[src/rtl/sqsti_defs.svh]
`ifndef SQSTI_DEFS_SVH
`define SQSTI_DEFS_SVH
// enable handshake delay; ack follows an enable change this many cycles plus one in sqsti_world, plus two at the sqsti_init_regs outputs
`define SQSTI_ACK_DELAY     4
// largest queue size field value; the field is log2 of entry count minus 1
`define SQSTI_LOG2_MAX      5'h13
// zero index value
`define SQSTI_IDX_ZERO      20'h00000
// reset values
`define SQSTI_CFG_RESET     32'h00000000
`define SQSTI_BASE_RESET    64'h0000000000000000
// stream table entry valid bit position
`define SQSTI_ENTRY_VALID_BIT 0
`endif

[src/rtl/sqsti_pkg.sv]
package sqsti_pkg;
	typedef enum logic [1:0] {
		SQSTI_IDLE,
		SQSTI_BUSY
	} sqsti_ack_e;
	typedef logic [19:0] sqsti_idx_t;
endpackage

[src/rtl/sqsti_world.sv]
`timescale 1ns/1ps
`include "sqsti_defs.svh"
module sqsti_world
	import sqsti_pkg::*;
#(
	parameter int IDX_W     = 20,
	parameter int ACK_DELAY = `SQSTI_ACK_DELAY
) (
	// clock and reset
	input  wire logic              clock,
	input  wire logic              rst_n,
	// command queue registers
	input  wire logic              cmdBaseWr,
	input  wire logic [63:0]       cmdBaseData,
	input  wire logic [4:0]        cmdLog2Size,
	input  wire logic              cmdReadWr,
	input  wire logic              cmdWriteWr,
	input  wire logic [IDX_W-1:0]  cmdIdxData,
	// event queue registers
	input  wire logic              evtBaseWr,
	input  wire logic [63:0]       evtBaseData,
	input  wire logic [4:0]        evtLog2Size,
	input  wire logic              evtReadWr,
	input  wire logic              evtWriteWr,
	input  wire logic [IDX_W-1:0]  evtIdxData,
	// device side index movement
	input  wire logic              cmdConsume,
	input  wire logic              evtProduce,
	// stream table
	input  wire logic              stCfgWr,
	input  wire logic [31:0]       stCfgData,
	input  wire logic              stBaseWr,
	input  wire logic [63:0]       stBaseData,
	// control
	input  wire logic              cmdQueueEnable,
	input  wire logic              evtQueueEnable,
	// state
	output logic [63:0]            cmdBase,
	output logic [IDX_W-1:0]       cmdReadIdx,
	output logic [IDX_W-1:0]       cmdWriteIdx,
	output logic [63:0]            evtBase,
	output logic [IDX_W-1:0]       evtReadIdx,
	output logic [IDX_W-1:0]       evtWriteIdx,
	output logic [31:0]            stCfg,
	output logic [63:0]            stBase,
	output logic                   cmdEmpty,
	output logic                   evtEmpty,
	output logic                   cmdAck,
	output logic                   evtAck
);
	if (IDX_W < 2 || IDX_W > 20 || ACK_DELAY < 1 || ACK_DELAY > 255) begin : g_bad_param
		$error("sqsti_world: bad parameters");
	end
	// ***********************************
	// queue registers
	// ***********************************
	logic [4:0]       cmdLog2;
	logic [4:0]       evtLog2;
	logic [4:0]       next_cmdLog2;
	logic [4:0]       next_evtLog2;
	logic [63:0]      next_cmdBase;
	logic [63:0]      next_evtBase;
	logic [IDX_W-1:0] next_cmdReadIdx;
	logic [IDX_W-1:0] next_cmdWriteIdx;
	logic [IDX_W-1:0] next_evtReadIdx;
	logic [IDX_W-1:0] next_evtWriteIdx;
	logic [31:0]      next_stCfg;
	logic [63:0]      next_stBase;
	logic [IDX_W-1:0] cmdMask;
	logic [IDX_W-1:0] evtMask;
	logic [IDX_W-1:0] cmdWrap;
	logic [IDX_W-1:0] evtWrap;

	function automatic logic [IDX_W-1:0] sizeMask(input logic [4:0] l2);
		logic [IDX_W-1:0] m;
		m = '0;
		for (int i = 0; i < IDX_W; i++) begin
			if (i <= int'(l2))
				m[i] = 1'b1;
		end
		return m;
	endfunction

	always_comb begin
		cmdMask          = sizeMask(cmdLog2);
		evtMask          = sizeMask(evtLog2);
		cmdWrap          = IDX_W'(cmdReadIdx + 1'b1) & cmdMask;
		evtWrap          = IDX_W'(evtWriteIdx + 1'b1) & evtMask;
		next_cmdLog2     = cmdLog2;
		next_evtLog2     = evtLog2;
		next_cmdBase     = cmdBase;
		next_evtBase     = evtBase;
		next_cmdReadIdx  = cmdReadIdx;
		next_cmdWriteIdx = cmdWriteIdx;
		next_evtReadIdx  = evtReadIdx;
		next_evtWriteIdx = evtWriteIdx;
		next_stCfg       = stCfg;
		next_stBase      = stBase;
		if (cmdBaseWr) begin
			next_cmdBase = cmdBaseData;
			next_cmdLog2 = (cmdLog2Size > `SQSTI_LOG2_MAX) ? `SQSTI_LOG2_MAX : cmdLog2Size;
		end
		if (evtBaseWr) begin
			next_evtBase = evtBaseData;
			next_evtLog2 = (evtLog2Size > `SQSTI_LOG2_MAX) ? `SQSTI_LOG2_MAX : evtLog2Size;
		end
		if (cmdConsume && !cmdEmpty && cmdAck)
			next_cmdReadIdx = cmdWrap;
		if (cmdReadWr)
			next_cmdReadIdx = cmdIdxData & cmdMask;
		if (cmdWriteWr)
			next_cmdWriteIdx = cmdIdxData & cmdMask;
		if (evtProduce && evtAck)
			next_evtWriteIdx = evtWrap;
		if (evtReadWr)
			next_evtReadIdx = evtIdxData & evtMask;
		if (evtWriteWr)
			next_evtWriteIdx = evtIdxData & evtMask;
		if (stCfgWr)
			next_stCfg = stCfgData;
		if (stBaseWr)
			next_stBase = stBaseData;
	end

	always_ff @(posedge clock or negedge rst_n) begin
		if (!rst_n) begin
			cmdLog2     <= 5'h00;
			evtLog2     <= 5'h00;
			cmdBase     <= `SQSTI_BASE_RESET;
			evtBase     <= `SQSTI_BASE_RESET;
			cmdReadIdx  <= '0;
			cmdWriteIdx <= '0;
			evtReadIdx  <= '0;
			evtWriteIdx <= '0;
			stCfg       <= `SQSTI_CFG_RESET;
			stBase      <= `SQSTI_BASE_RESET;
		end else begin
			cmdLog2     <= next_cmdLog2;
			evtLog2     <= next_evtLog2;
			cmdBase     <= next_cmdBase;
			evtBase     <= next_evtBase;
			cmdReadIdx  <= next_cmdReadIdx;
			cmdWriteIdx <= next_cmdWriteIdx;
			evtReadIdx  <= next_evtReadIdx;
			evtWriteIdx <= next_evtWriteIdx;
			stCfg       <= next_stCfg;
			stBase      <= next_stBase;
		end
	end

	assign cmdEmpty = (cmdReadIdx == cmdWriteIdx);
	assign evtEmpty = (evtReadIdx == evtWriteIdx);

	// ***********************************
	// enable acknowledge
	// ***********************************
	sqsti_ack_e  cmdState;
	sqsti_ack_e  evtState;
	sqsti_ack_e  next_cmdState;
	sqsti_ack_e  next_evtState;
	logic [7:0]  cmdCnt;
	logic [7:0]  evtCnt;
	logic [7:0]  next_cmdCnt;
	logic [7:0]  next_evtCnt;
	logic        next_cmdAck;
	logic        next_evtAck;

	always_comb begin
		next_cmdState = cmdState;
		next_cmdCnt   = cmdCnt;
		next_cmdAck   = cmdAck;
		unique case (cmdState)
			SQSTI_IDLE: begin
				if (cmdQueueEnable != cmdAck) begin
					next_cmdState = SQSTI_BUSY;
					next_cmdCnt   = 8'(ACK_DELAY - 1);
				end
			end
			SQSTI_BUSY: begin
				if (cmdQueueEnable == cmdAck)
					next_cmdState = SQSTI_IDLE;
				else if (cmdCnt == 8'h00) begin
					next_cmdAck   = cmdQueueEnable;
					next_cmdState = SQSTI_IDLE;
				end else
					next_cmdCnt = cmdCnt - 8'h01;
			end
		endcase
	end

	always_comb begin
		next_evtState = evtState;
		next_evtCnt   = evtCnt;
		next_evtAck   = evtAck;
		unique case (evtState)
			SQSTI_IDLE: begin
				if (evtQueueEnable != evtAck) begin
					next_evtState = SQSTI_BUSY;
					next_evtCnt   = 8'(ACK_DELAY - 1);
				end
			end
			SQSTI_BUSY: begin
				if (evtQueueEnable == evtAck)
					next_evtState = SQSTI_IDLE;
				else if (evtCnt == 8'h00) begin
					next_evtAck   = evtQueueEnable;
					next_evtState = SQSTI_IDLE;
				end else
					next_evtCnt = evtCnt - 8'h01;
			end
		endcase
	end

	always_ff @(posedge clock or negedge rst_n) begin
		if (!rst_n) begin
			cmdState <= SQSTI_IDLE;
			evtState <= SQSTI_IDLE;
			cmdCnt   <= 8'h00;
			evtCnt   <= 8'h00;
			cmdAck   <= 1'b0;
			evtAck   <= 1'b0;
		end else begin
			cmdState <= next_cmdState;
			evtState <= next_evtState;
			cmdCnt   <= next_cmdCnt;
			evtCnt   <= next_evtCnt;
			cmdAck   <= next_cmdAck;
			evtAck   <= next_evtAck;
		end
	end
endmodule

[src/rtl/sqsti_init_regs.sv]
`timescale 1ns/1ps
`include "sqsti_defs.svh"
module sqsti_init_regs
	import sqsti_pkg::*;
#(
	parameter int IDX_W     = 20,
	parameter int ACK_DELAY = `SQSTI_ACK_DELAY,
	parameter bit COHERENT  = 1'b0
) (
	// clock and reset
	input  wire logic              clock,
	input  wire logic              rst_n,
	// world select for writes, 1 selects secure
	input  wire logic              secureSel,
	// queue register writes
	input  wire logic              cmdBaseWr,
	input  wire logic [63:0]       cmdBaseData,
	input  wire logic [4:0]        cmdLog2Size,
	input  wire logic              cmdReadWr,
	input  wire logic              cmdWriteWr,
	input  wire logic [IDX_W-1:0]  cmdIdxData,
	input  wire logic              evtBaseWr,
	input  wire logic [63:0]       evtBaseData,
	input  wire logic [4:0]        evtLog2Size,
	input  wire logic              evtReadWr,
	input  wire logic              evtWriteWr,
	input  wire logic [IDX_W-1:0]  evtIdxData,
	// device side queue movement, per world
	input  wire logic [1:0]        cmdConsume,
	input  wire logic [1:0]        evtProduce,
	// stream table writes
	input  wire logic              stCfgWr,
	input  wire logic [31:0]       stCfgData,
	input  wire logic              stBaseWr,
	input  wire logic [63:0]       stBaseData,
	// fetched stream table entry word
	input  wire logic [63:0]       entryWord,
	// control register bits, per world
	input  wire logic [1:0]        cmdQueueEnable,
	input  wire logic [1:0]        evtQueueEnable,
	// status, index 0 non-secure, 1 secure
	output logic [1:0]             cmdAck,
	output logic [1:0]             evtAck,
	output logic [1:0]             cmdEmpty,
	output logic [1:0]             evtEmpty,
	output logic [1:0]             cmdPending,
	output logic [2*IDX_W-1:0]     cmdReadIdx,
	output logic [2*IDX_W-1:0]     cmdWriteIdx,
	output logic [2*IDX_W-1:0]     evtReadIdx,
	output logic [2*IDX_W-1:0]     evtWriteIdx,
	output logic [127:0]           cmdBase,
	output logic [127:0]           evtBase,
	output logic [63:0]            stCfg,
	output logic [127:0]           stBase,
	output logic                   entryInvalid,
	output logic                   coherentAccess
);
	// ***********************************
	// two worlds
	// ***********************************
	logic [1:0]         wAck_c;
	logic [1:0]         wAck_e;
	logic [1:0]         wEmp_c;
	logic [1:0]         wEmp_e;
	logic [2*IDX_W-1:0] wCr;
	logic [2*IDX_W-1:0] wCw;
	logic [2*IDX_W-1:0] wEr;
	logic [2*IDX_W-1:0] wEw;
	logic [127:0]       wCb;
	logic [127:0]       wEb;
	logic [63:0]        wSc;
	logic [127:0]       wSb;

	for (genvar w = 0; w < 2; w++) begin : g_world
		logic sel;
		assign sel = (secureSel == 1'(w));
		sqsti_world #(.IDX_W(IDX_W), .ACK_DELAY(ACK_DELAY)) u_world (
			.clock          (clock),
			.rst_n          (rst_n),
			.cmdBaseWr      (cmdBaseWr && sel),
			.cmdBaseData    (cmdBaseData),
			.cmdLog2Size    (cmdLog2Size),
			.cmdReadWr      (cmdReadWr && sel),
			.cmdWriteWr     (cmdWriteWr && sel),
			.cmdIdxData     (cmdIdxData),
			.evtBaseWr      (evtBaseWr && sel),
			.evtBaseData    (evtBaseData),
			.evtLog2Size    (evtLog2Size),
			.evtReadWr      (evtReadWr && sel),
			.evtWriteWr     (evtWriteWr && sel),
			.evtIdxData     (evtIdxData),
			.cmdConsume     (cmdConsume[w]),
			.evtProduce     (evtProduce[w]),
			.stCfgWr        (stCfgWr && sel),
			.stCfgData      (stCfgData),
			.stBaseWr       (stBaseWr && sel),
			.stBaseData     (stBaseData),
			.cmdQueueEnable (cmdQueueEnable[w]),
			.evtQueueEnable (evtQueueEnable[w]),
			.cmdBase        (wCb[w*64 +: 64]),
			.cmdReadIdx     (wCr[w*IDX_W +: IDX_W]),
			.cmdWriteIdx    (wCw[w*IDX_W +: IDX_W]),
			.evtBase        (wEb[w*64 +: 64]),
			.evtReadIdx     (wEr[w*IDX_W +: IDX_W]),
			.evtWriteIdx    (wEw[w*IDX_W +: IDX_W]),
			.stCfg          (wSc[w*32 +: 32]),
			.stBase         (wSb[w*64 +: 64]),
			.cmdEmpty       (wEmp_c[w]),
			.evtEmpty       (wEmp_e[w]),
			.cmdAck         (wAck_c[w]),
			.evtAck         (wAck_e[w])
		);
	end

	// ***********************************
	// output registers
	// ***********************************
	logic [1:0] next_cmdPending;
	logic       next_entryInvalid;

	always_comb begin
		next_cmdPending   = wAck_c & ~wEmp_c;
		next_entryInvalid = ~entryWord[`SQSTI_ENTRY_VALID_BIT];
	end

	always_ff @(posedge clock or negedge rst_n) begin
		if (!rst_n) begin
			cmdAck         <= 2'h0;
			evtAck         <= 2'h0;
			cmdEmpty       <= 2'h3;
			evtEmpty       <= 2'h3;
			cmdPending     <= 2'h0;
			cmdReadIdx     <= '0;
			cmdWriteIdx    <= '0;
			evtReadIdx     <= '0;
			evtWriteIdx    <= '0;
			cmdBase        <= 128'h0;
			evtBase        <= 128'h0;
			stCfg          <= 64'h0;
			stBase         <= 128'h0;
			entryInvalid   <= 1'b1;
			coherentAccess <= 1'b0;
		end else begin
			cmdAck         <= wAck_c;
			evtAck         <= wAck_e;
			cmdEmpty       <= wEmp_c;
			evtEmpty       <= wEmp_e;
			cmdPending     <= next_cmdPending;
			cmdReadIdx     <= wCr;
			cmdWriteIdx    <= wCw;
			evtReadIdx     <= wEr;
			evtWriteIdx    <= wEw;
			cmdBase        <= wCb;
			evtBase        <= wEb;
			stCfg          <= wSc;
			stBase         <= wSb;
			entryInvalid   <= next_entryInvalid;
			coherentAccess <= COHERENT;
		end
	end
endmodule

[config.mk]
export PLATFORM = sky130hd
export DESIGN_NAME = sqsti_init_regs
export DESIGN_NICKNAME = d
export VERILOG_FILES = /design/src/rtl/sqsti_pkg.sv /design/src/rtl/sqsti_world.sv /design/src/rtl/sqsti_init_regs.sv
export VERILOG_INCLUDE_DIRS = /design/src /design/src/rtl
export SDC_FILE = /design/constraint.sdc
export NUM_CORES = 1
export LEC_CHECK = 0
export ABC_AREA = 1
export BUFFER_PORTS_ARGS = -buffer_cell sky130_fd_sc_hd__buf_2
export CORE_AREA = 2 2 378 380
export DETAILED_ROUTE_END_ITERATION = 16
export DIE_AREA = 0 0 380 382
export GPL_ROUTABILITY_DRIVEN = 0
export PLACE_DENSITY = 0.59
export SKIP_LAST_GASP = 1
export SYNTH_ARGS = -nofsm -noshare
export SYNTH_HDL_FRONTEND = slang
export SYNTH_SLANG_ARGS = --single-unit
[constraint.sdc]
create_clock -name clock -period 1.6 [get_ports clock]
set_input_delay 0.16 -clock clock [delete_from_list [all_inputs] [get_ports clock]]
set_output_delay 0.16 -clock clock [all_outputs]
set_load 0.005 [all_outputs]
==> impl_metrics.ini <==
[outcome]
status = finished, violations left
violations = negative setup slack

[synthesis]
netlist_area_mm2 = 0.0455
ys_top_cells_by_area = dfrtp_1 71%, nand2_1 8.1%, o21ai_0 6.9%
synth_edf_count = 0
synth.largest_area_cell = dfrtp_1
synth_common_cells = 1282 x dfrtp_1, 976 x nand2_1, 626 x o21ai_0
ys.flop_type = dfrtp_1
async_reset_ff_share_pct = 100
syn_inst = 4228
syn_area_per_cell_um2 = 10.8
synth_top_cell_area_share_pct = 70.5
ys_types = 60
yosysSeqAreaShare_pct = 70.8
yosysMostFrequentCell = dfrtp_1
synth_seq_cells = 1287
yosysWarnings = 0
syn-num-nets = 4597

[floorplanning]
rows = 138
ios = 977
initial_core_util_pct = 32.3
die_x_um = 380
die_h_um = 382
coreArea_mm2 = 0.141
dieArea_mm2 = 0.145

[sta]
slew_headroom_pct = 59.5
clock_skew_ps = 23.9
slew_violations = 0
post-route-period-util_pct = 112
final.setup.tns_ps = -5360
rsz0062_at_grt = true
max_slew.worst_pin.slew_ps = 607
min_period_ps = 1790
max_freq_mhz = 559
setup_violations = 47
hold_violations = 0
finalWorstSetupSlack_ps = -190

[drt]
viasPerCell = 4.54
drc = 0
ant_nets = 0
vias = 35200
firstDrtPassIters = 5
routed_wl_um = 142000
wl_per_cell_um = 18.3
detailedRoute.firstIterationViolations = 2649

[cts]
cts-root-buf = clkbuf_16
clock_latency_ps = 760
cts.clk_slew.worst_paths_ps = 60
htree_levels = 4
numClockSinks = 1287
cts_tree = yes
cts_buffers = 137
cts_max_path_buffers = 3

[global_route]
grt_pass1_wl_um = 217000
grt_pass1_vias = 36300
grt-ovfl-total = 0
grt_max_degree = 108
track_usage_pct = 19.4
antenna_found_initial = 4

[layout]
instances_no_fill = 7768
ff_latch_area_mm2 = 0.0322
drive_gt1_share_pct = 27.8
multiInputGateArea_mm2 = 0.0112
final_core_util_pct = 44.8
finalNetCount = 6143
syn2layout_area_growth_pct = 38.6
fillers = 13200

[worst_setup_path]
critPathTopFamily = simple AND/OR/NAND/NOR gates
cpPeakStageDelay_ps = 420
crit_type = flip-flop to flip-flop
cp_slowest_cell = dfrtp_1
cp_max_fo = 6
crit_chain = buf_4, buf_4, nand2_1, nand2_1, nor2_1, nand2_1, nor2_2, nand3_2, nand3_4, nand2_4, buf_6, nand2_2, nand2_1
start_kind = flip-flop
cp.arrival_ps = 2420
crit_top_cell = nand2_1
cp-end-kind = flip-flop
required_ps = 2230
path_buf_inv = 3

[place]
dp.cells = 7178
dp_hpwl_um = 104000
port_buffers = 912

[pwr]
power.density_mw_per_mm2 = 1460
p_leak_nw = 32.3
vdd_ir_drop_max_mv = 1.13

[run]
drv_cap = 0

[worst_hold_path]
hp-class = input pin to asynchronous set/reset pin
-- stage by stage --
stage / total power [mW] / hold slack, ps / worst slack (ps) / area [um2]
2_1_floorplan: 49.0 / -136 / 66.0 / 45500
3_5_place_dp: 59.2 / 69.5 / -124 / 54700
5_1_grt: 97.2 / 112 / -289 / 63100
3_3_place_gp: 58.9 / 66.1 / -111 / 54700
4_1_cts: 92.2 / 84.6 / -158 / 62400
6_report: 92.3 / 148 / -190 / 63100
-- worst paths after layout --
path                                                  start                                 to  slack [ps]  cells after the start
max                        g_world[1].u_world.cmdReadIdx[0]  g_world[1].u_world.cmdReadIdx[16]        -190                     13
min                                                   rst_n                       entryInvalid         150                      2
max reg2reg                g_world[1].u_world.cmdReadIdx[0]  g_world[1].u_world.cmdReadIdx[16]        -190                     13
min reg2reg                  g_world[1].u_world.cmdBase[43]                       cmdBase[107]         360                      0
max in group asynchronous                             rst_n      g_world[0].u_world.cmdBase[0]         560                      3
min in group clock                            cmdConsume[0]   g_world[0].u_world.cmdReadIdx[5]         160                      5
-- cells by family after synthesis --
kind of cell | Yosys count | synth area share [%]
other | 1 | 0.00824
and+or+nand+nor | 1421 | 12.9
xor gates and xnor gates | 59 | 1.14
muxes | 3 | 0.0742
adders and majority gates | 12 | 0.330
DFF | 1287 | 70.8
AOI/OAI and AO/OA | 792 | 9.14
buffers and inverters | 653 | 5.61
-- power breakdown --
part | leakage, nW | internal (mW) | switching, mW
Sequential | 16.0 | 38.1 | 3.25
Combinational | 14.1 | 8.57 | 10.8
Clock | 2.21 | 18.2 | 13.3
-- sequential cells by signal (all words and copies together) (netlist names), 64 cells and up --
register / cells
g_world.u_world.evtBase: 128
g_world.u_world.cmdBase: 128
stCfg: 64
stBase: 128
g_world.u_world.stBase: 128
g_world.u_world.stCfg: 64
evtBase: 128
cmdBase: 128
-- cell usage in the layout, fill, tap and decap left out, drive strengths merged, types with 6 or more instances in the layout --
master and instances:
nand2 986, a211oi 6, or2 7, o22ai 25
a21oi 78, dfrtp 1282, nand3b 6, ha 12
nor4 8, xor2 46, a31oi 11, xnor2 13
clkbuf 201, dlygate4sd3 296, nand4 34, buf 1259
nor3 19, o211ai 6, o21ai 635, nand3 162
nor2 196, inv 507, clkinv 30
-- routing by layer --
layer | vias to the layer above | share of wire (%) | track usage [%]
li1 | 16600 | - | -
met1 | 17200 | 42 | 24.8
met2 | 1199 | 47 | 31.0
met3 | 301 | 7.2 | 5.32
met4 | 2 | 4.0 | 8.00
met5 | - | 0.0077 | 0
-- area by class of cell --
class | count | area share (%)
antenna | 1 | 0.00397
clock buffer | 200 | 6.37
clock inverter | 42 | 0.760
inverter | 502 | 3.00
multi-input combinational | 2290 | 17.8
sequential | 1287 | 51.1
tap | 1890 | 3.75
timing repair buffer | 1556 | 17.2
-- worst reg2reg max path: stages (launching register included) --
cell	delay, ps
dfrtp_1	420
buf_4	160
buf_4	120
nand2_1	60
nand2_1	40
nor2_1	90
nand2_1	80
nor2_2	140
nand3_2	130
nand3_4	110
nand2_4	70
buf_6	140
nand2_2	50
nand2_1	50
-- timing repair --
action / in CTS / in global routing
setup endpoints to repair: 52 / 89
hold buffers: 296 / 0
gates cloned: 1 / 3
pin swaps: 11 / 66
buffers inserted: 10 / 38
hold endpoints to repair: 1946 / 0
resized for setup: 42 / 125
No activity file was read; power rests on OpenSTA's default activity.
